[src/rtl/sync_ctrl_pkg.sv]
/*
 * Shared constants of the multi-device sync control block: register
 * offsets, field positions and reset values.
 * Assumes a byte-addressed register port with 32-bit words.
 */
package sync_ctrl_pkg;
   localparam int ADDR_W = 8;
   localparam int DATA_W = 32;
   localparam int PTR_W = 3;
   localparam int FB_W = 8;
   localparam int DIV_W = 4;
   localparam int STAT_W = 7;

   // register offsets
   localparam logic [7:0] OFS_CONTROL_WORD_ZERO = 8'h00;
   localparam logic [7:0] OFS_ALARM_STATUS_WORD = 8'h04;
   localparam logic [7:0] OFS_ALARM_MASK_WORD = 8'h08;
   localparam logic [7:0] OFS_MULTIPLIER_CONTROL_WORD = 8'h0c;
   localparam logic [7:0] OFS_SYNC_SELECT_WORD = 8'h10;
   localparam logic [7:0] OFS_POINTER_STATE_WORD = 8'h14;

   // control_word_zero fields
   localparam int CW0_DIV_SYNC_EN = 0;
   localparam int CW0_DUAL_MODE = 1;
   localparam int CW0_OFFSET_LSB = 4;
   localparam logic CW0_DIV_SYNC_EN_RST = 1'b1;
   localparam logic CW0_DUAL_MODE_RST = 1'b0;
   localparam logic [2:0] CW0_OFFSET_RST = 3'h4;

   // multiplier_control_word fields
   localparam int MCW_MULT_EN = 0;
   localparam int MCW_LOOP_SYNC_EN = 1;
   localparam int MCW_FB_RATIO_LSB = 8;
   localparam logic [7:0] MCW_FB_RATIO_RST = 8'h04;

   // sync_select_word fields
   localparam int SSW_DIV_SRC_LSB = 0;
   localparam int SSW_SINGLE_SRC = 4;
   localparam logic [1:0] DIV_SRC_OUTPUT_STROBE = 2'h0;
   localparam logic [1:0] DIV_SRC_INPUT_STROBE = 2'h1;
   localparam logic [1:0] DIV_SRC_SYNC = 2'h2;

   // alarm_status_word bit positions
   localparam int ST_COLLISION = 0;
   localparam int ST_ONE_AWAY = 1;
   localparam int ST_TWO_AWAY = 2;
   localparam int ST_WRITE_RESET = 3;
   localparam int ST_READ_RESET = 4;
   localparam int ST_LOOP_RESET = 5;
   localparam int ST_DIV_RESET = 6;

   // clock divider ratio of the internal divided clock
   localparam logic [3:0] DIV_RATIO = 4'h8;
   // stages of the single-mode read pointer handoff
   localparam int HANDOFF_STAGES = 2;
endpackage

[src/rtl/sync_edge_detect.sv]
/*
 * Three-flop synchroniser with rising-edge detection for one pin.
 * Assumes the pin is asynchronous to core_clk.
 */
`timescale 1ns/1ps
module sync_edge_detect (
   // clock and reset
   input wire logic core_clk,
   input wire logic reset,
   // pin and result
   input wire logic pinIn,
   output logic levelOut,
   output logic risePulse
);
   logic s1_q;
   logic s2_q;
   logic s3_q;
   logic level_q;
   logic rise_q;

   always_ff @(posedge core_clk) begin
      if (reset) begin
         s1_q <= 1'b0;
         s2_q <= 1'b0;
         s3_q <= 1'b0;
      end else begin
         s1_q <= pinIn;
         s2_q <= s1_q;
         s3_q <= s2_q;
      end
   end

   // a change counts once the second and third stage agree
   always_ff @(posedge core_clk) begin
      if (reset) begin
         level_q <= 1'b0;
         rise_q <= 1'b0;
      end else begin
         rise_q <= s2_q & s3_q & ~level_q;
         if (s2_q == s3_q) begin
            level_q <= s3_q;
         end
      end
   end

   assign levelOut = level_q;
   assign risePulse = rise_q;
endmodule

[src/rtl/multi_device_sync_control.sv]
/*
 * Multi-device sync control: FIFO pointer resets, clock divider sync,
 * feedback divider sync with internal output strobe, alarms and registers.
 * Assumes core_clk is the conversion clock; strobe and sync pins are
 * asynchronous; writeTick and readTick come from logic on core_clk.
 */
// Decided for this implementation: the strobed register port and the register offsets.
`timescale 1ns/1ps
module multi_device_sync_control (
   // clock and reset
   input wire logic core_clk,
   input wire logic reset,
   // register port
   input wire logic [sync_ctrl_pkg::ADDR_W-1:0] regAddr,
   input wire logic [sync_ctrl_pkg::DATA_W-1:0] regWrData,
   input wire logic regWrite,
   input wire logic regRead,
   output logic [sync_ctrl_pkg::DATA_W-1:0] regRdData,
   // sync pins
   input wire logic outputStrobe,
   input wire logic inputStrobe,
   input wire logic syncIn,
   // fifo pointer advance
   input wire logic writeTick,
   input wire logic readTick,
   // results
   output logic writePtrReset,
   output logic readPtrReset,
   output logic dividerReset,
   output logic loopDividerReset,
   output logic internalStrobe,
   output logic dividedClkEn,
   output logic [sync_ctrl_pkg::PTR_W-1:0] writePtr,
   output logic [sync_ctrl_pkg::PTR_W-1:0] readPtr,
   output logic alarmPin,
   output logic irq
);
   logic [2:0] pinVec;
   logic [2:0] riseVec;
   logic ostrEv;
   logic istrEv;
   logic syncEv;
   // registers
   logic divSyncEn_q;
   logic dualMode_q;
   logic [2:0] fifoOffset_q;
   logic multEn_q;
   logic loopSyncEn_q;
   logic [sync_ctrl_pkg::FB_W-1:0] fbRatio_q;
   logic [1:0] divSrc_q;
   logic singleSrcSync_q;
   logic [sync_ctrl_pkg::STAT_W-1:0] status_q;
   logic [sync_ctrl_pkg::STAT_W-1:0] status_d;
   logic [sync_ctrl_pkg::STAT_W-1:0] mask_q;
   logic [sync_ctrl_pkg::DATA_W-1:0] rdData_q;
   // datapath state
   logic [sync_ctrl_pkg::FB_W-1:0] fbCnt_q;
   logic intStrobe_q;
   logic [sync_ctrl_pkg::DIV_W-1:0] divCnt_q;
   logic divEn_q;
   logic [sync_ctrl_pkg::HANDOFF_STAGES-1:0] handoff_q;
   logic [sync_ctrl_pkg::PTR_W-1:0] wrPtr_q;
   logic [sync_ctrl_pkg::PTR_W-1:0] rdPtr_q;
   logic wrReset_q;
   logic rdReset_q;
   logic divReset_q;
   logic loopReset_q;
   logic running_q;
   logic alarmPin_q;
   logic irq_q;
   // events
   logic readSource;
   logic wrEvent;
   logic rdEvent;
   logic divSrcEv;
   logic divEvent;
   logic loopEvent;
   logic fbWrap;
   logic [sync_ctrl_pkg::PTR_W-1:0] ptrDiff;
   logic [2:0] alarmNow;

   assign pinVec = {syncIn, inputStrobe, outputStrobe};

   // one synchroniser per pin
   genvar gi;
   generate
      for (gi = 0; gi < 3; gi++) begin : g_pin
         sync_edge_detect u_sync (
            .core_clk(core_clk),
            .reset(reset),
            .pinIn(pinVec[gi]),
            .levelOut(),
            .risePulse(riseVec[gi])
         );
      end
   endgenerate

   assign ostrEv = riseVec[0];
   assign istrEv = riseVec[1];
   assign syncEv = riseVec[2];

   // event routing
   assign readSource = multEn_q ? intStrobe_q : ostrEv;
   assign wrEvent = dualMode_q ? istrEv : (singleSrcSync_q ? syncEv : istrEv);
   assign rdEvent = dualMode_q ? readSource : handoff_q[1];
   assign loopEvent = multEn_q & loopSyncEn_q & syncEv;
   assign fbWrap = (fbCnt_q >= fbRatio_q - 8'h01);

   always_comb begin
      case (divSrc_q)
         sync_ctrl_pkg::DIV_SRC_OUTPUT_STROBE: divSrcEv = readSource;
         sync_ctrl_pkg::DIV_SRC_INPUT_STROBE: divSrcEv = istrEv;
         sync_ctrl_pkg::DIV_SRC_SYNC: divSrcEv = syncEv;
         default: divSrcEv = 1'b0;
      endcase
   end
   assign divEvent = divSyncEn_q & divSrcEv;

   // feedback divider and internal output strobe
   always_ff @(posedge core_clk) begin
      if (reset) begin
         fbCnt_q <= 8'h00;
         intStrobe_q <= 1'b0;
         loopReset_q <= 1'b0;
      end else begin
         loopReset_q <= loopEvent;
         if (loopEvent) begin
            fbCnt_q <= 8'h00;
            intStrobe_q <= 1'b0;
         end else begin
            fbCnt_q <= fbWrap ? 8'h00 : fbCnt_q + 8'h01;
            intStrobe_q <= multEn_q & fbWrap;
         end
      end
   end

   // clock divider
   always_ff @(posedge core_clk) begin
      if (reset) begin
         divCnt_q <= 4'h0;
         divEn_q <= 1'b0;
         divReset_q <= 1'b0;
      end else begin
         divReset_q <= divEvent;
         if (divEvent || divCnt_q == sync_ctrl_pkg::DIV_RATIO - 4'h1) begin
            divCnt_q <= 4'h0;
         end else begin
            divCnt_q <= divCnt_q + 4'h1;
         end
         divEn_q <= ~divEvent & (divCnt_q == sync_ctrl_pkg::DIV_RATIO - 4'h1);
      end
   end

   // single mode handoff of the write reset into the read side
   always_ff @(posedge core_clk) begin
      if (reset) begin
         handoff_q <= '0;
      end else begin
         handoff_q <= {handoff_q[0], wrEvent & ~dualMode_q};
      end
   end

   // fifo pointers
   always_ff @(posedge core_clk) begin
      if (reset) begin
         wrPtr_q <= 3'h0;
         rdPtr_q <= 3'h0;
         wrReset_q <= 1'b0;
         rdReset_q <= 1'b0;
         running_q <= 1'b0;
      end else begin
         wrReset_q <= wrEvent;
         rdReset_q <= rdEvent;
         if (wrEvent) begin
            wrPtr_q <= fifoOffset_q;
         end else if (writeTick) begin
            wrPtr_q <= wrPtr_q + 3'h1;
         end
         if (rdEvent) begin
            rdPtr_q <= 3'h0;
            running_q <= 1'b1;
         end else if (readTick) begin
            rdPtr_q <= rdPtr_q + 3'h1;
         end
      end
   end

   // pointer alarms
   assign ptrDiff = wrPtr_q - rdPtr_q;
   assign alarmNow[0] = running_q & (ptrDiff == 3'h0);
   assign alarmNow[1] = running_q & (ptrDiff == 3'h1 || ptrDiff == 3'h7);
   assign alarmNow[2] = running_q & (ptrDiff == 3'h2 || ptrDiff == 3'h6);

   // sticky status, set wins over read clear
   always_comb begin
      status_d = status_q;
      if (regRead && regAddr == sync_ctrl_pkg::OFS_ALARM_STATUS_WORD) begin
         status_d = '0;
      end
      status_d[2:0] = status_d[2:0] | alarmNow;
      status_d[sync_ctrl_pkg::ST_WRITE_RESET] = status_d[3] | wrEvent;
      status_d[sync_ctrl_pkg::ST_READ_RESET] = status_d[4] | rdEvent;
      status_d[sync_ctrl_pkg::ST_LOOP_RESET] = status_d[5] | loopEvent;
      status_d[sync_ctrl_pkg::ST_DIV_RESET] = status_d[6] | divEvent;
   end

   always_ff @(posedge core_clk) begin
      if (reset) begin
         status_q <= '0;
         alarmPin_q <= 1'b0;
         irq_q <= 1'b0;
      end else begin
         status_q <= status_d;
         alarmPin_q <= |alarmNow;
         irq_q <= |(status_d & mask_q);
      end
   end

   // register writes
   always_ff @(posedge core_clk) begin
      if (reset) begin
         divSyncEn_q <= sync_ctrl_pkg::CW0_DIV_SYNC_EN_RST;
         dualMode_q <= sync_ctrl_pkg::CW0_DUAL_MODE_RST;
         fifoOffset_q <= sync_ctrl_pkg::CW0_OFFSET_RST;
         multEn_q <= 1'b0;
         loopSyncEn_q <= 1'b0;
         fbRatio_q <= sync_ctrl_pkg::MCW_FB_RATIO_RST;
         divSrc_q <= sync_ctrl_pkg::DIV_SRC_OUTPUT_STROBE;
         singleSrcSync_q <= 1'b0;
         mask_q <= '0;
      end else if (regWrite) begin
         case (regAddr)
            sync_ctrl_pkg::OFS_CONTROL_WORD_ZERO: begin
               divSyncEn_q <= regWrData[sync_ctrl_pkg::CW0_DIV_SYNC_EN];
               dualMode_q <= regWrData[sync_ctrl_pkg::CW0_DUAL_MODE];
               fifoOffset_q <= regWrData[sync_ctrl_pkg::CW0_OFFSET_LSB +: 3];
            end
            sync_ctrl_pkg::OFS_ALARM_MASK_WORD: begin
               mask_q <= regWrData[sync_ctrl_pkg::STAT_W-1:0];
            end
            sync_ctrl_pkg::OFS_MULTIPLIER_CONTROL_WORD: begin
               multEn_q <= regWrData[sync_ctrl_pkg::MCW_MULT_EN];
               loopSyncEn_q <= regWrData[sync_ctrl_pkg::MCW_LOOP_SYNC_EN];
               fbRatio_q <= regWrData[sync_ctrl_pkg::MCW_FB_RATIO_LSB +: 8];
            end
            sync_ctrl_pkg::OFS_SYNC_SELECT_WORD: begin
               divSrc_q <= regWrData[sync_ctrl_pkg::SSW_DIV_SRC_LSB +: 2];
               singleSrcSync_q <= regWrData[sync_ctrl_pkg::SSW_SINGLE_SRC];
            end
            default: begin
            end
         endcase
      end
   end

   // register reads, data valid only in the cycle after the strobe
   always_ff @(posedge core_clk) begin
      if (reset || !regRead) begin
         rdData_q <= '0;
      end else begin
         case (regAddr)
            sync_ctrl_pkg::OFS_CONTROL_WORD_ZERO:
               rdData_q <= {25'h0, fifoOffset_q, 2'h0, dualMode_q, divSyncEn_q};
            sync_ctrl_pkg::OFS_ALARM_STATUS_WORD:
               rdData_q <= {25'h0, status_q};
            sync_ctrl_pkg::OFS_ALARM_MASK_WORD:
               rdData_q <= {25'h0, mask_q};
            sync_ctrl_pkg::OFS_MULTIPLIER_CONTROL_WORD:
               rdData_q <= {16'h0, fbRatio_q, 6'h0, loopSyncEn_q, multEn_q};
            sync_ctrl_pkg::OFS_SYNC_SELECT_WORD:
               rdData_q <= {27'h0, singleSrcSync_q, 2'h0, divSrc_q};
            sync_ctrl_pkg::OFS_POINTER_STATE_WORD:
               rdData_q <= {8'h0, fbCnt_q, 4'h0, divCnt_q, 1'b0, rdPtr_q, 1'b0, wrPtr_q};
            default:
               rdData_q <= '0;
         endcase
      end
   end

   assign regRdData = rdData_q;
   assign writePtrReset = wrReset_q;
   assign readPtrReset = rdReset_q;
   assign dividerReset = divReset_q;
   assign loopDividerReset = loopReset_q;
   assign internalStrobe = intStrobe_q;
   assign dividedClkEn = divEn_q;
   assign writePtr = wrPtr_q;
   assign readPtr = rdPtr_q;
   assign alarmPin = alarmPin_q;
   assign irq = irq_q;
endmodule

[config.mk]
export PLATFORM = sky130hd
export DESIGN_NAME = multi_device_sync_control
export DESIGN_NICKNAME = d
export VERILOG_FILES = /design/src/rtl/sync_ctrl_pkg.sv /design/src/rtl/sync_edge_detect.sv /design/src/rtl/multi_device_sync_control.sv
export SDC_FILE = /design/constraint.sdc
export NUM_CORES = 1
export LEC_CHECK = 0
export BUFFER_PORTS_ARGS = -buffer_cell sky130_fd_sc_hd__buf_2
export CORE_MARGIN = 2
export CORE_UTILIZATION = 40
export DETAILED_ROUTE_END_ITERATION = 10
export GPL_ROUTABILITY_DRIVEN = 0
export GPL_TIMING_DRIVEN = 0
export HOLD_SLACK_MARGIN = 0.1
export PLACE_DENSITY_LB_ADDON = 0.05
export SETUP_SLACK_MARGIN = 0.1
export SYNTH_ARGS = -nofsm -noshare
export SYNTH_HDL_FRONTEND = slang
export SYNTH_HIERARCHICAL = 1
export SYNTH_SLANG_ARGS = --single-unit
[constraint.sdc]
create_clock -name core_clk -period 2.1 [get_ports core_clk]
set_clock_uncertainty 0.05 [all_clocks]
set_input_delay 0.21 -clock core_clk [delete_from_list [all_inputs] [get_ports core_clk]]
set_output_delay 0.21 -clock core_clk [all_outputs]
set_load 0.01 [all_outputs]
== Yosys cells after proc, flatten, opt, wreduce, memory -nomap -nowiden ==
Index checks and enable logic that the tools add are counted.
Storage, ports and cells
  logic and storage cells: 117
  bits of input ports: 49
  latch bits: 0
  memory bits (writable): 0
  flip-flop bits (word level): 108
  bits in read-only memories: 0
  memories: 0
Cells by class
  div/mod/pow operators: 0
  reduce and logical (&&, ||, !) cells: 20
  bitwise logic cells: 26
  equal/unequal tests: 15
  shift-type cells: 0
  $mul: 0
  multiplexer cells: 9
  $add $sub $neg: 6
  magnitude comparators: 1
Operator list (number)
  one-hot mux 24 bit (6 select lines): 1
  equality test 8 x 4 -> 1 bit, second input constant: 2
  equality test 8 x 5 -> 1 bit, second input constant: 2
  AND 1 bit: 15
  adder 8 x 1 -> 8 bit, second input constant: 1
  equality test 8 x 3 -> 1 bit, second input constant: 1
  >= comparator 8 bit: 1
  logical NOT 8 bit: 1
  AND reduction 2 bit: 4
  subtractor 8 x 1 -> 8 bit, second input constant: 1
  AND 7 bit: 1
  2-to-1 mux 7 bit: 1
  OR reduction 7 bit: 1
  adder 3 x 1 -> 3 bit, second input constant: 2
  equality test 3 bit, second input constant: 2
  2-to-1 mux 3 bit: 2
  OR reduction 2 bit: 3
  OR reduction 3 bit: 2
  inverter 1 bit: 5
  adder 4 x 1 -> 4 bit, second input constant: 1
  equality test 4 x 3 -> 1 bit, second input constant: 1
  logical OR 1 bit: 4
  2-to-1 mux 1 bit: 4
  bitwise OR 1 bit: 4
  13 further kinds: 15

== Logic depth before layout (Yosys ltp) ==
Gate-level depths: netlist (run 1).
  depth after elaboration: 7
  mapped depth: 11
  depth with buffers taken out: 11

== Hierarchy ==
Netlist (run 1), hierarchy kept.
Modules (own cells, without submodules)
  multi_device_sync_control: area each 3646.0 um2, times used 1, cells an instance 392
  sync_edge_detect: area each 157.7 um2, times used 3, cells an instance 12

== Worst setup path before layout (run 1) ==
OpenSTA, ideal clock, no wires.
  path type: flip-flop to flip-flop
  from: register rdPtr_q, in the netlist readPtr[0]
  to: register irq_q (netlist: irq)
  setup slack: -24 ps
  path buffers: 0
  library setup time: 139 ps
  arrival: 1935 ps
  stages on the path, launching flop included: 10
  cell sequence: dfxtp_1 ha_1 inv_1 fa_1 xor2_1 xnor2_1 xnor2_1 a32oi_1 nand2b_1 a41oi_1
Between the ends
  cells in the longest elaborated chain, start to end: 7
  elaborated cells on any way between the ends: 14
  those cells by class: 1 x add/sub; 4 x eq/ne; 5 x bitwise; 4 x reduce/logical
Ends and longest elaborated chain
  start: declaration: line multi_device_sync_control.sv:63  | logic [sync_ctrl_pkg::PTR_W-1:0] rdPtr_q;
  start signal: assignment: line multi_device_sync_control.sv:183  | rdPtr_q <= rdPtr_q + 3'h1;
  subtractor 3 bit *: line multi_device_sync_control.sv:189  | assign ptrDiff = wrPtr_q - rdPtr_q;
  equality test 3 x 1 -> 1 bit (tied with other cells): line multi_device_sync_control.sv:191  | assign alarmNow[1] = running_q & (ptrDiff == 3'h1 || ptrDiff == 3'h7);
  logical OR 1 bit (on tied branches): line multi_device_sync_control.sv:191, multi_device_sync_control.sv:192
  AND 1 bit (on tied branches): line multi_device_sync_control.sv:191, multi_device_sync_control.sv:192
  bitwise OR 3 bit *: line multi_device_sync_control.sv:200  | status_d[2:0] = status_d[2:0] | alarmNow;
  AND 7 bit *: line multi_device_sync_control.sv:215  | irq_q <= |(status_d & mask_q);
  OR reduction 7 bit *: line multi_device_sync_control.sv:215
  end signal: assignment: line multi_device_sync_control.sv:215
  end: declaration: line multi_device_sync_control.sv:70  | logic irq_q;
Every way passes the cells marked *; elsewhere a longest branch is shown, timed or not.
A chain may end at the register's enable or synchronous reset.

== Worst setup path after layout (run 1) ==
  from: register fbRatio_q[1] (netlist bit)
  to: register fbCnt_q[7] (netlist bit)
Between the ends
  cells in the longest elaborated chain, start to end: 3
Ends and longest elaborated chain
  start: declaration: line multi_device_sync_control.sv:49  | logic [sync_ctrl_pkg::FB_W-1:0] fbRatio_q;
  start signal: assignment: line multi_device_sync_control.sv:227  | fbRatio_q <= sync_ctrl_pkg::MCW_FB_RATIO_RST;
  start signal: assignment: line multi_device_sync_control.sv:244  | fbRatio_q <= regWrData[sync_ctrl_pkg::MCW_FB_RATIO_LSB +: 8];
  subtractor 8 x 1 -> 8 bit: line multi_device_sync_control.sv:107  | assign fbWrap = (fbCnt_q >= fbRatio_q - 8'h01);
  >= comparator 8 bit: line multi_device_sync_control.sv:107
  OR reduction 3 bit (no source line)
  end signal: assignment: line multi_device_sync_control.sv:131  | fbCnt_q <= fbWrap ? 8'h00 : fbCnt_q + 8'h01;
  end: declaration: line multi_device_sync_control.sv:57  | logic [sync_ctrl_pkg::FB_W-1:0] fbCnt_q;
Every way passes these cells.

==> results.sh, run 1 <==
export IMPL_rsz0062_at_grt="true"
export IMPL_clk_latency_ns=0.37
export IMPL_die_w_um=105
export IMPL_p_leak_uw=0.00234
export IMPL_port_buffers=65
export IMPL_synth_area_sq_mm=0.00412
export IMPL_hold_viol=0
export IMPL_crit_path_end_kind="register"
export IMPL_clock_path_buffers=2
export IMPL_critPathLaunch="fbRatio_q[1]"
export IMPL_path_clk_slew_ns=0.10
export IMPL_cp_max_fo=6
export IMPL_grt_pass1_wl_um=15600
export IMPL_n_antenna_cell=0
export IMPL_synth_cell_types=44
export IMPL_multi_input_area_sq_mm=0.00210
export IMPL_tightest_slew_ns=0.752
export IMPL_track_usage_pct=18.1
export IMPL_vias=3330
export IMPL_drc_errors=0
export IMPL_maxCapViolCount=0
export IMPL_fin_ws_ns=-0.0397
export IMPL_drive_gt1_share_pct=27.1
export IMPL_reg2reg_from="fbRatio_q[1]"
export IMPL_status="finished with violations"
export IMPL_areaGrowthSynthToFinish_pct=27.2
export IMPL_fmax_ghz=0.467
export IMPL_setup_violations=7
export IMPL_min_period_ns=2.14
export IMPL_worstSetupPathType="register to register"
export IMPL_synth_async_reset_ratio_pct=0
export IMPL_detail_route_antenna_nets=0
export IMPL_antenna_found_initial=0
export IMPL_violations="setup timing"
export IMPL_cts_root_buf="clkbuf_8"
export IMPL_n_fill_cell=966
export IMPL_holdCritPathClass="primary input to register"
export IMPL_die_area_sq_mm=0.0111
export IMPL_fin_crit_sh_pct=102
export IMPL_firstDrtPassIters=6
export IMPL_power_density_mw_per_mm2=688
export IMPL_cp_data_required_time_ns=2.36
export IMPL_cts_buffers=9
export IMPL_tritoncts="built"
export IMPL_hp_start="regWrData[10]"
export IMPL_drt_wl_total_um=9920
export IMPL_htree_levels=3
export IMPL_synth_top_flop_cell="dfxtp_1"
export IMPL_dpl_hpwl_um=7070
export IMPL_std_cell_rows=37
export IMPL_synth_edff_count=0
export IMPL_start_util_pct=40.6
export IMPL_critPathArrivalTime_ns=2.40
export IMPL_slew_headroom_pct=49.9
export IMPL_worstPathCellList="inv_2 -> ha_4 -> nand2_4 -> xor2_1 -> ha_1 -> a21o_1 -> a21o_1 -> a21oi_2 -> o21a_1 -> o211ai_1 -> buf_4 -> nor2_1"
export IMPL_worst_path_buf_inv=2
export IMPL_crit_path_top_delay_cell="dfxtp_2"
export IMPL_vdd_drop_max_mv=0.355
export IMPL_critPathLaunchType="register"
export IMPL_ys_seq_elements=99
export IMPL_ys_seq_area_share_pct=48.1
export IMPL_cts_sinks=99
export IMPL_grt_overflow_total=0
export IMPL_routedWlPerCell_um=14.5
export IMPL_stdcell_area_sq_mm=0.00524
export IMPL_syn_inst=428
export IMPL_crit_path_frequent_cell="a21o_1"
export IMPL_die_y_um=105
export IMPL_dpl_cell_area_sq_mm=0.00469
export IMPL_seq_area_sq_mm=0.00200
export IMPL_ys_warn_count=6
export IMPL_slowest_delay_ns=0.35
export IMPL_critical_path_top_delay_family="compound AO/OA/AOI/OAI gates"
export IMPL_core_area_sq_mm=0.0101
export IMPL_syn_area_per_cell_sq_um=9.62
export IMPL_grt_pass1_vias=3013
export IMPL_fin_setup_tns_ns=-0.189
export IMPL_nets=608
export IMPL_ios=95
export IMPL_power_uw=3600
export IMPL_fin_hold_ws_ns=0.124
export IMPL_post_drt_via_cell_ratio=4.88
export IMPL_drt_iter0_drc=126
export IMPL_grt_max_degree=17
export IMPL_maxSlewViolCount=0
==> routing by layer <==
layer | global-route usage (%) | routed length [um] | vias up
li1 | - | - | 1682
met4 | 7.33 | 153 | 0
met3 | 3.59 | 428 | 11
met1 | 25.7 | 5020 | 1557
met2 | 26.8 | 4310 | 80
met5 | 0 | 0 | -
==> registers in the layout (all words and copies together), names as in the netlist, 2 cells and up <==
name and cells:
g_pin.u_sync/s2_q 3, g_pin.u_sync/s1_q 3, status_q 7, readPtr 3, g_pin.u_sync/s3_q 3, fbCnt_q 8, handoff_q 2, g_pin.u_sync/risePulse 3
fifoOffset_q 3, regRdData 23, fbRatio_q 8, divSrc_q 2, g_pin.u_sync/levelOut 3, divCnt_q 4, mask_q 7, writePtr 3
==> final cells by class <==
cell class / instances / area share (%)
multi-input combinational: 297 / 40.1
sequential: 99 / 38.1
timing repair buffer: 94 / 11.2
tap: 136 / 3.25
clock buffer: 12 / 3.18
buffer: 24 / 2.58
inverter: 16 / 1.15
clock inverter: 4 / 0.430
==> synthesized netlist by cell type, drive strengths merged, types with 2 or more instances <==
cell	n	share of area, %
a211oi	3	0.55
and3	17	2.6
ha	17	5.2
a21oi	21	2.6
mux2i	21	5.1
xor2	9	1.9
a21o	3	0.55
nor3b	5	1.3
xnor2	12	2.6
o21ai	5	0.61
buf	14	2.4
dfxtp	99	48
nand2	25	2.5
clkbuf	10	0.91
inv	16	1.5
a222oi	2	0.49
nand3b	2	0.36
a31o	2	0.43
nor2b	18	2.7
nor2	60	5.5
a211o	3	0.64
a22oi	11	2.0
nand4	2	0.30
nor4	2	0.30
nor3	10	1.5
nand3	19	2.6
mux4	3	1.6
nand2b	4	0.61
a32oi	2	0.43
o21a	2	0.36
==> power by group <==
part / internal (uW) / total [uW] / switching (uW)
Clock: 530 / 1190 / 656
Sequential: 1920 / 1970 / 54.0
Combinational: 215 / 443 / 228
==> cell families after synthesis <==
| kind of cell | synth area share [%] |
|---|---|
| AO/OA/AOI/OAI | 9.57 |
| other | 0.0910 |
| adder cells (fa/ha/maj) | 5.65 |
| XOR/XNOR | 4.47 |
| AND/OR/NAND/NOR | 20.6 |
| flip-flops | 48.1 |
| buffers and inverters | 4.74 |
| multiplexers | 6.74 |
==> what timing repair did <==
item / in CTS / in global routing
pin swaps: 7 / 4
resized for setup: 11 / 11
endpoints found under the setup margin: 11 / 11
hold buffers: 18 / 0
buffers inserted: 8 / 4
endpoints found under the hold margin: 24 / 0
==> worst min-delay path: cells and delay by family <==
family | cells | cell delay (ns)
simple gates | 1 | 0.14
buf+inv | 1 | 0.08
compound gates | 1 | 0.10
==> final timing paths <==
| path | to | slack [ns] | cells after the start |
|---|---|---|---|
| max | fbCnt_q[7] | -0.04 | 12 |
| min | fbRatio_q[2] | 0.12 | 3 |
| max reg2reg | fbCnt_q[7] | -0.04 | 12 |
| min reg2reg | g_pin[1].u_sync/risePulse | 0.39 | 1 |
==> cells in the final DEF (no fill, tap or decap), types with 3 or more instances in the layout <==
cell type      count
a211o_1            3
a211oi_1           3
a21o_1             3
a21oi_1           19
a22oi_1           11
and3_1            17
buf_2             68
buf_4             22
clkbuf_1          11
clkbuf_8          10
clkinv_2           3
conb_1             9
dfxtp_1           93
dfxtp_2            3
dfxtp_4            3
dlygate4sd3_1     18
ha_1              15
inv_1             12
inv_2              4
mux2i_1           20
mux4_2             3
nand2_1           23
nand2b_1           3
nand3_1           16
nand3_2            3
nor2_1            54
nor2_2             5
nor2b_1           18
nor3_1             7
nor3b_2            3
o21ai_0            5
xnor2_1           11
xor2_1             8
==> stage by stage <==
stage | utilization (%) | setup WS, ns | std cells
2_1_floorplan | - | 0.0641 | 436
3_3_place_gp | 46.3 | -0.240 | 637
3_5_place_dp | 46.3 | -0.273 | 637
4_1_cts | 51.0 | -0.0142 | 679
5_1_grt | 51.7 | -0.145 | 682
6_report | 51.7 | -0.0397 | 682
Power figures use the tool's default switching activity.
==> run 2: changes to the inputs <==
Settings changed: GPL_TIMING_DRIVEN 0 to 1.
==> results.sh, run 2 (synthesis results as in run 1) <==
export IMPL_status="finished with violations"
export IMPL_violations="setup timing"
export IMPL_critical_path_top_delay_family="compound AO/OA/AOI/OAI gates"
export IMPL_crit_path_end_kind="register"
export IMPL_n_fill_cell=963
export IMPL_p_switching_uw=933
export IMPL_setup_violations=8
export IMPL_std_cell_rows=37
export IMPL_cts_buffers=9
export IMPL_cp_max_fo=8
export IMPL_start_util_pct=40.6
export IMPL_detail_route_antenna_nets=0
export IMPL_fin_ws_ns=-0.0221
export IMPL_drc_errors=0
export IMPL_areaGrowthSynthToFinish_pct=28.3
export IMPL_drt_iter0_drc=126
export IMPL_cp_data_required_time_ns=2.35
export IMPL_grt_pass1_vias=3125
export IMPL_die_area_sq_mm=0.0111
export IMPL_port_buffers=68
export IMPL_power_share_sequential_pct=55.9
export IMPL_slowest_delay_ns=0.34
export IMPL_antenna_found_initial=0
export IMPL_swShare_pct=26.5
export IMPL_nets=614
export IMPL_track_usage_pct=17.7
export IMPL_pre_cts_ws_ns=-0.0446
export IMPL_seq_area_sq_mm=0.00199
export IMPL_n_antenna_cell=0
export IMPL_maxSlewViolCount=0
export IMPL_post_drt_via_cell_ratio=4.91
export IMPL_r2r_cells=12
export IMPL_worstSetupPathType="register to register"
export IMPL_die_w_um=105
export IMPL_r2r_end="fbCnt_q[5]"
export IMPL_min_period_ns=2.12
export IMPL_comb_power_share_pct=13.3
export IMPL_core_area_sq_mm=0.0101
export IMPL_critPathArrivalTime_ns=2.38
export IMPL_dpl_hpwl_um=7030
export IMPL_grt_max_degree=40
export IMPL_die_y_um=105
export IMPL_vias=3375
export IMPL_largest_reg_flops=23
export IMPL_worstPathCellList="inv_4 -> ha_4 -> nand2_4 -> xor2_1 -> ha_1 -> a21o_1 -> a21o_1 -> a21oi_1 -> o21a_1 -> o211ai_1 -> buf_4 -> nor2_1"
export IMPL_reg2reg_slack_ns=-0.02
export IMPL_holdCritPathClass="primary input to register"
export IMPL_fmax_ghz=0.471
export IMPL_crit_path_top_delay_cell="dfxtp_2"
export IMPL_path_clk_slew_ns=0.10
export IMPL_clkPwrFrac_pct=30.8
export IMPL_cts_root_buf="clkbuf_8"
export IMPL_mostFrequentLayoutCells="95 x dfxtp_1, 68 x buf_2, 56 x nor2_1"
export IMPL_final_common_cell="dfxtp_1"
export IMPL_internal_power_uw=2580
export IMPL_dpl_cell_area_sq_mm=0.00486
export IMPL_hp_start="writeTick"
export IMPL_drt_wl_total_um=9490
export IMPL_p_leak_uw=0.00239
export IMPL_cts_sinks=99
export IMPL_maxCapViolCount=0
export IMPL_fin_crit_sh_pct=101
export IMPL_drive_gt1_share_pct=28.1
export IMPL_crit_path_frequent_cell="a21o_1"
export IMPL_fin_setup_tns_ns=-0.101
export IMPL_whs_path_depth=3
export IMPL_multi_input_area_sq_mm=0.00206
export IMPL_grt_pass1_wl_um=15500
export IMPL_firstDrtPassIters=4
export IMPL_grt_overflow_total=0
export IMPL_critPathLaunchType="register"
export IMPL_clock_path_buffers=2
export IMPL_vdd_drop_max_mv=0.330
export IMPL_htree_levels=3
export IMPL_tritoncts="built"
export IMPL_place_inst=651
export IMPL_worst_path_buf_inv=2
export IMPL_whs_endpoint="writePtr[0]"
export IMPL_layout_cells_non_filler=688
export IMPL_hold_viol=0
export IMPL_ios=95
export IMPL_clk_latency_ns=0.36
export IMPL_fin_hold_ws_ns=0.151
export IMPL_rsz0062_at_grt="true"
export IMPL_reg2reg_from="fbRatio_q[0]"
export IMPL_routedWlPerCell_um=13.8
export IMPL_power_density_mw_per_mm2=665
export IMPL_stdcell_area_sq_mm=0.00528
-- run 2: cell count changes in the layout (fill, tap and decap cells not counted), moves of 2 or more --
| cell | before | now |
|---|---|---|
| dfxtp_1 | 93 | 95 |
| nor2_2 | 5 | 2 |
| clkbuf_1 | 11 | 1 |
| a21oi_2 | 2 | 0 |
| buf_12 | 0 | 2 |
| a21oi_1 | 19 | 21 |
| nor2_1 | 54 | 56 |
| buf_4 | 22 | 36 |
| clkinv_4 | 0 | 2 |
-- run 2: layer usage --
layer	vias to the layer above	wire length, um	global-route usage [%]
met2	78	4170	26.5
met3	13	349	2.66
met5	-	0	0
li1	1693	-	-
met1	1591	4790	25.6
met4	0	171	6.57
-- run 2: final cells by class --
class / count / share of cell area, %
Timing Repair Buffer: 124 / 15.7
Inverter: 16 / 1.18
Tap cell: 136 / 3.22
Sequential cell: 99 / 37.7
Multi-Input combinational cell: 297 / 39.0
Clock inverter: 6 / 0.781
Clock buffer: 10 / 2.42
-- run 2: stage by stage --
stage                     util, %  total power (uW)
final                        52.1              3520
after global routing         52.1              3720
after CTS                    51.7              3560
after detailed placement     47.9              2410
after global placement       47.9              2400
after floorplan                 -              2260
-- run 2: tightest hold or removal path, cell delays in order --
cell      delay [ns]
buf_2           0.12
xnor2_1         0.12
a211oi_1        0.06
-- run 2: power by group through the flow --
stage	logic, uW	clock network [uW]	registers (uW)
finish	466	1080	1970
global route	528	1220	1980
CTS	445	1140	1970
detailed placement	397	0	2010
global placement	392	0	2010
floorplan	246	0	2010
-- run 2: worst max path at each step --
stage                     depth (start not counted)    startpoint    endpoint  slack, ns
final                                            12  fbRatio_q[0]  fbCnt_q[5]      -0.02
after global placement                           12  fbRatio_q[0]  fbCnt_q[0]       0.01
after global routing                             12  fbRatio_q[0]  fbCnt_q[0]      -0.16
after detailed placement                         12  fbRatio_q[0]  fbCnt_q[0]      -0.04
after CTS                                        12  fbRatio_q[0]  fbCnt_q[6]      -0.04
after floorplan                                  10   writePtr[0]         irq       0.06
-- run 2: repair_timing --
action	in CTS	in global routing
pin swaps	7	4
buffers inserted	2	1
hold buffers	18	0
endpoints found under the setup margin	11	11
hold endpoints to repair	22	0
resized for setup	3	9
==> run 3: changes to the inputs <==
Settings changed: BUFFER_PORTS_ARGS -buffer_cell sky130_fd_sc_hd__buf_2 to not set, DONT_BUFFER_PORTS set to 1, GPL_ROUTABILITY_DRIVEN 0 to not set.
==> results.sh, run 3 (synthesis results as in run 1) <==
export IMPL_cts_sinks=99
export IMPL_pre_cts_ws_ns=-0.0475
export IMPL_maxSlewViolCount=0
export IMPL_tritoncts="built"
export IMPL_ios=95
export IMPL_grt_pass1_wl_um=16100
export IMPL_routedWlPerCell_um=16.0
export IMPL_slowest_delay_ns=0.33
export IMPL_port_buffers=0
export IMPL_vias=3311
export IMPL_final_common_cell="dfxtp_1"
export IMPL_drt_wl_total_um=10600
export IMPL_areaGrowthSynthToFinish_pct=31.7
export IMPL_clk_latency_ns=0.37
export IMPL_drive_gt1_share_pct=18.6
export IMPL_path_clk_slew_ns=0.09
export IMPL_globalplace_congestion=0.821
export IMPL_worstSetupPathType="register to register"
export IMPL_rsz0062_at_grt="true"
export IMPL_firstDrtPassIters=4
export IMPL_status="finished with violations"
export IMPL_holdCritPathClass="primary input to register"
export IMPL_n_antenna_cell=0
export IMPL_grt_max_degree=69
export IMPL_cp_data_required_time_ns=2.36
export IMPL_drt_iter0_drc=130
export IMPL_violations="setup timing"
export IMPL_reg2reg_slack_ns=-0.04
export IMPL_start_util_pct=40.6
export IMPL_critPathArrivalTime_ns=2.40
export IMPL_std_cell_rows=37
export IMPL_detail_route_antenna_nets=0
export IMPL_min_period_ns=2.14
export IMPL_largest_reg_flops=23
export IMPL_die_w_um=105
export IMPL_fin_hold_ws_ns=0.0835
export IMPL_vdd_drop_max_mv=0.262
export IMPL_final_util_pct=53.5
export IMPL_nets=589
export IMPL_fin_setup_tns_ns=-0.263
export IMPL_track_usage_pct=18.6
export IMPL_crit_path_end_kind="register"
export IMPL_htree_levels=3
export IMPL_cts_root_buf="clkbuf_8"
export IMPL_setup_violations=9
export IMPL_slew_headroom_pct=49.7
export IMPL_core_area_sq_mm=0.0101
export IMPL_p_leak_uw=0.00233
export IMPL_power_density_mw_per_mm2=649
export IMPL_mostFrequentLayoutCells="92 x dfxtp_1, 59 x dlygate4sd3_1, 55 x nor2_1"
export IMPL_die_area_sq_mm=0.0111
export IMPL_antenna_found_initial=0
export IMPL_clock_path_buffers=2
export IMPL_fin_ws_ns=-0.0403
export IMPL_cts_buffers=9
export IMPL_seq_area_sq_mm=0.00200
export IMPL_fin_crit_sh_pct=102
export IMPL_die_y_um=105
export IMPL_crit_path_frequent_cell="a21o_1"
export IMPL_grt_pass1_vias=3121
export IMPL_dpl_hpwl_um=6790
export IMPL_crit_path_top_delay_cell="dfxtp_2"
export IMPL_hold_viol=0
export IMPL_power_uw=3520
export IMPL_tightest_slew_ns=0.753
export IMPL_fmax_ghz=0.467
export IMPL_maxCapViolCount=0
export IMPL_post_drt_via_cell_ratio=4.99
export IMPL_multi_input_area_sq_mm=0.00208
export IMPL_grt_overflow_total=0
export IMPL_cp_max_fo=8
export IMPL_worstPathCellList="inv_2 -> ha_4 -> nand2_4 -> xor2_1 -> ha_1 -> a21o_1 -> a21o_1 -> a21oi_1 -> o21a_1 -> o211ai_1 -> buf_4 -> nor2_2"
export IMPL_drc_errors=0
export IMPL_critPathLaunchType="register"
export IMPL_n_fill_cell=971
[run 3: through the flow]
step                      instance area (sq um)  instances
after global placement                     4440        574
final                                      5430        663
after global routing                       5430        663
after detailed placement                   4440        574
after floorplan                            4190        436
after CTS                                  5130        638
[run 3: worst paths after layout]
path                 from          end  depth (start not counted)
max reg2reg  fbRatio_q[1]   fbCnt_q[7]                         12
min reg2reg   divCnt_q[0]  divCnt_q[0]                          1
min          regWrData[0]    mask_q[0]                          4
max          fbRatio_q[1]   fbCnt_q[7]                         12
[run 3: layout make-up]
cell class / instances / share of cell area, %
Multi-Input combinational cell: 297 / 38.4
Sequential cell: 99 / 36.8
Timing Repair Buffer: 99 / 17.2
Tap cell: 136 / 3.14
Clock buffer: 13 / 2.95
Inverter: 16 / 1.11
Clock inverter: 3 / 0.392
[run 3: metal layers]
| metal | part of all wire, % | wire [um] | vias up | GRT usage [%] |
|---|---|---|---|---|
| met5 | 0 | 0 | - | 0 |
| met1 | 46 | 4870 | 1558 | 25.4 |
| met4 | 1.6 | 170 | 0 | 7.43 |
| met3 | 6.4 | 680 | 10 | 3.90 |
| li1 | - | - | 1647 | - |
| met2 | 46 | 4880 | 96 | 28.8 |
[run 3: timing repair]
action / 4_1_cts / 5_1_grt
cloned: 0 / 1
pin swaps: 10 / 7
setup buffers: 1 / 12
resized for setup: 5 / 17
endpoints found under the setup margin: 11 / 27
endpoints found under the hold margin: 72 / 24
hold buffers: 47 / 14
[run 3: worst max-delay path, delay by kind of cell, from the launching register on]
family	cells	cell delay, ns
adders and majority gates	2	0.46
DFF	1	0.33
AOI/OAI and AO/OA	5	0.70
xor gates and xnor gates	1	0.14
buffers and inverters	2	0.25
and+or+nand+nor	2	0.13
[run 3: power by group]
part           switching (uW)  total (uW)  internal, uW
Clock                     657        1160           506
Combinational             190         392           202
Sequential               46.5        1970          1920
Total                     893        3520          2630
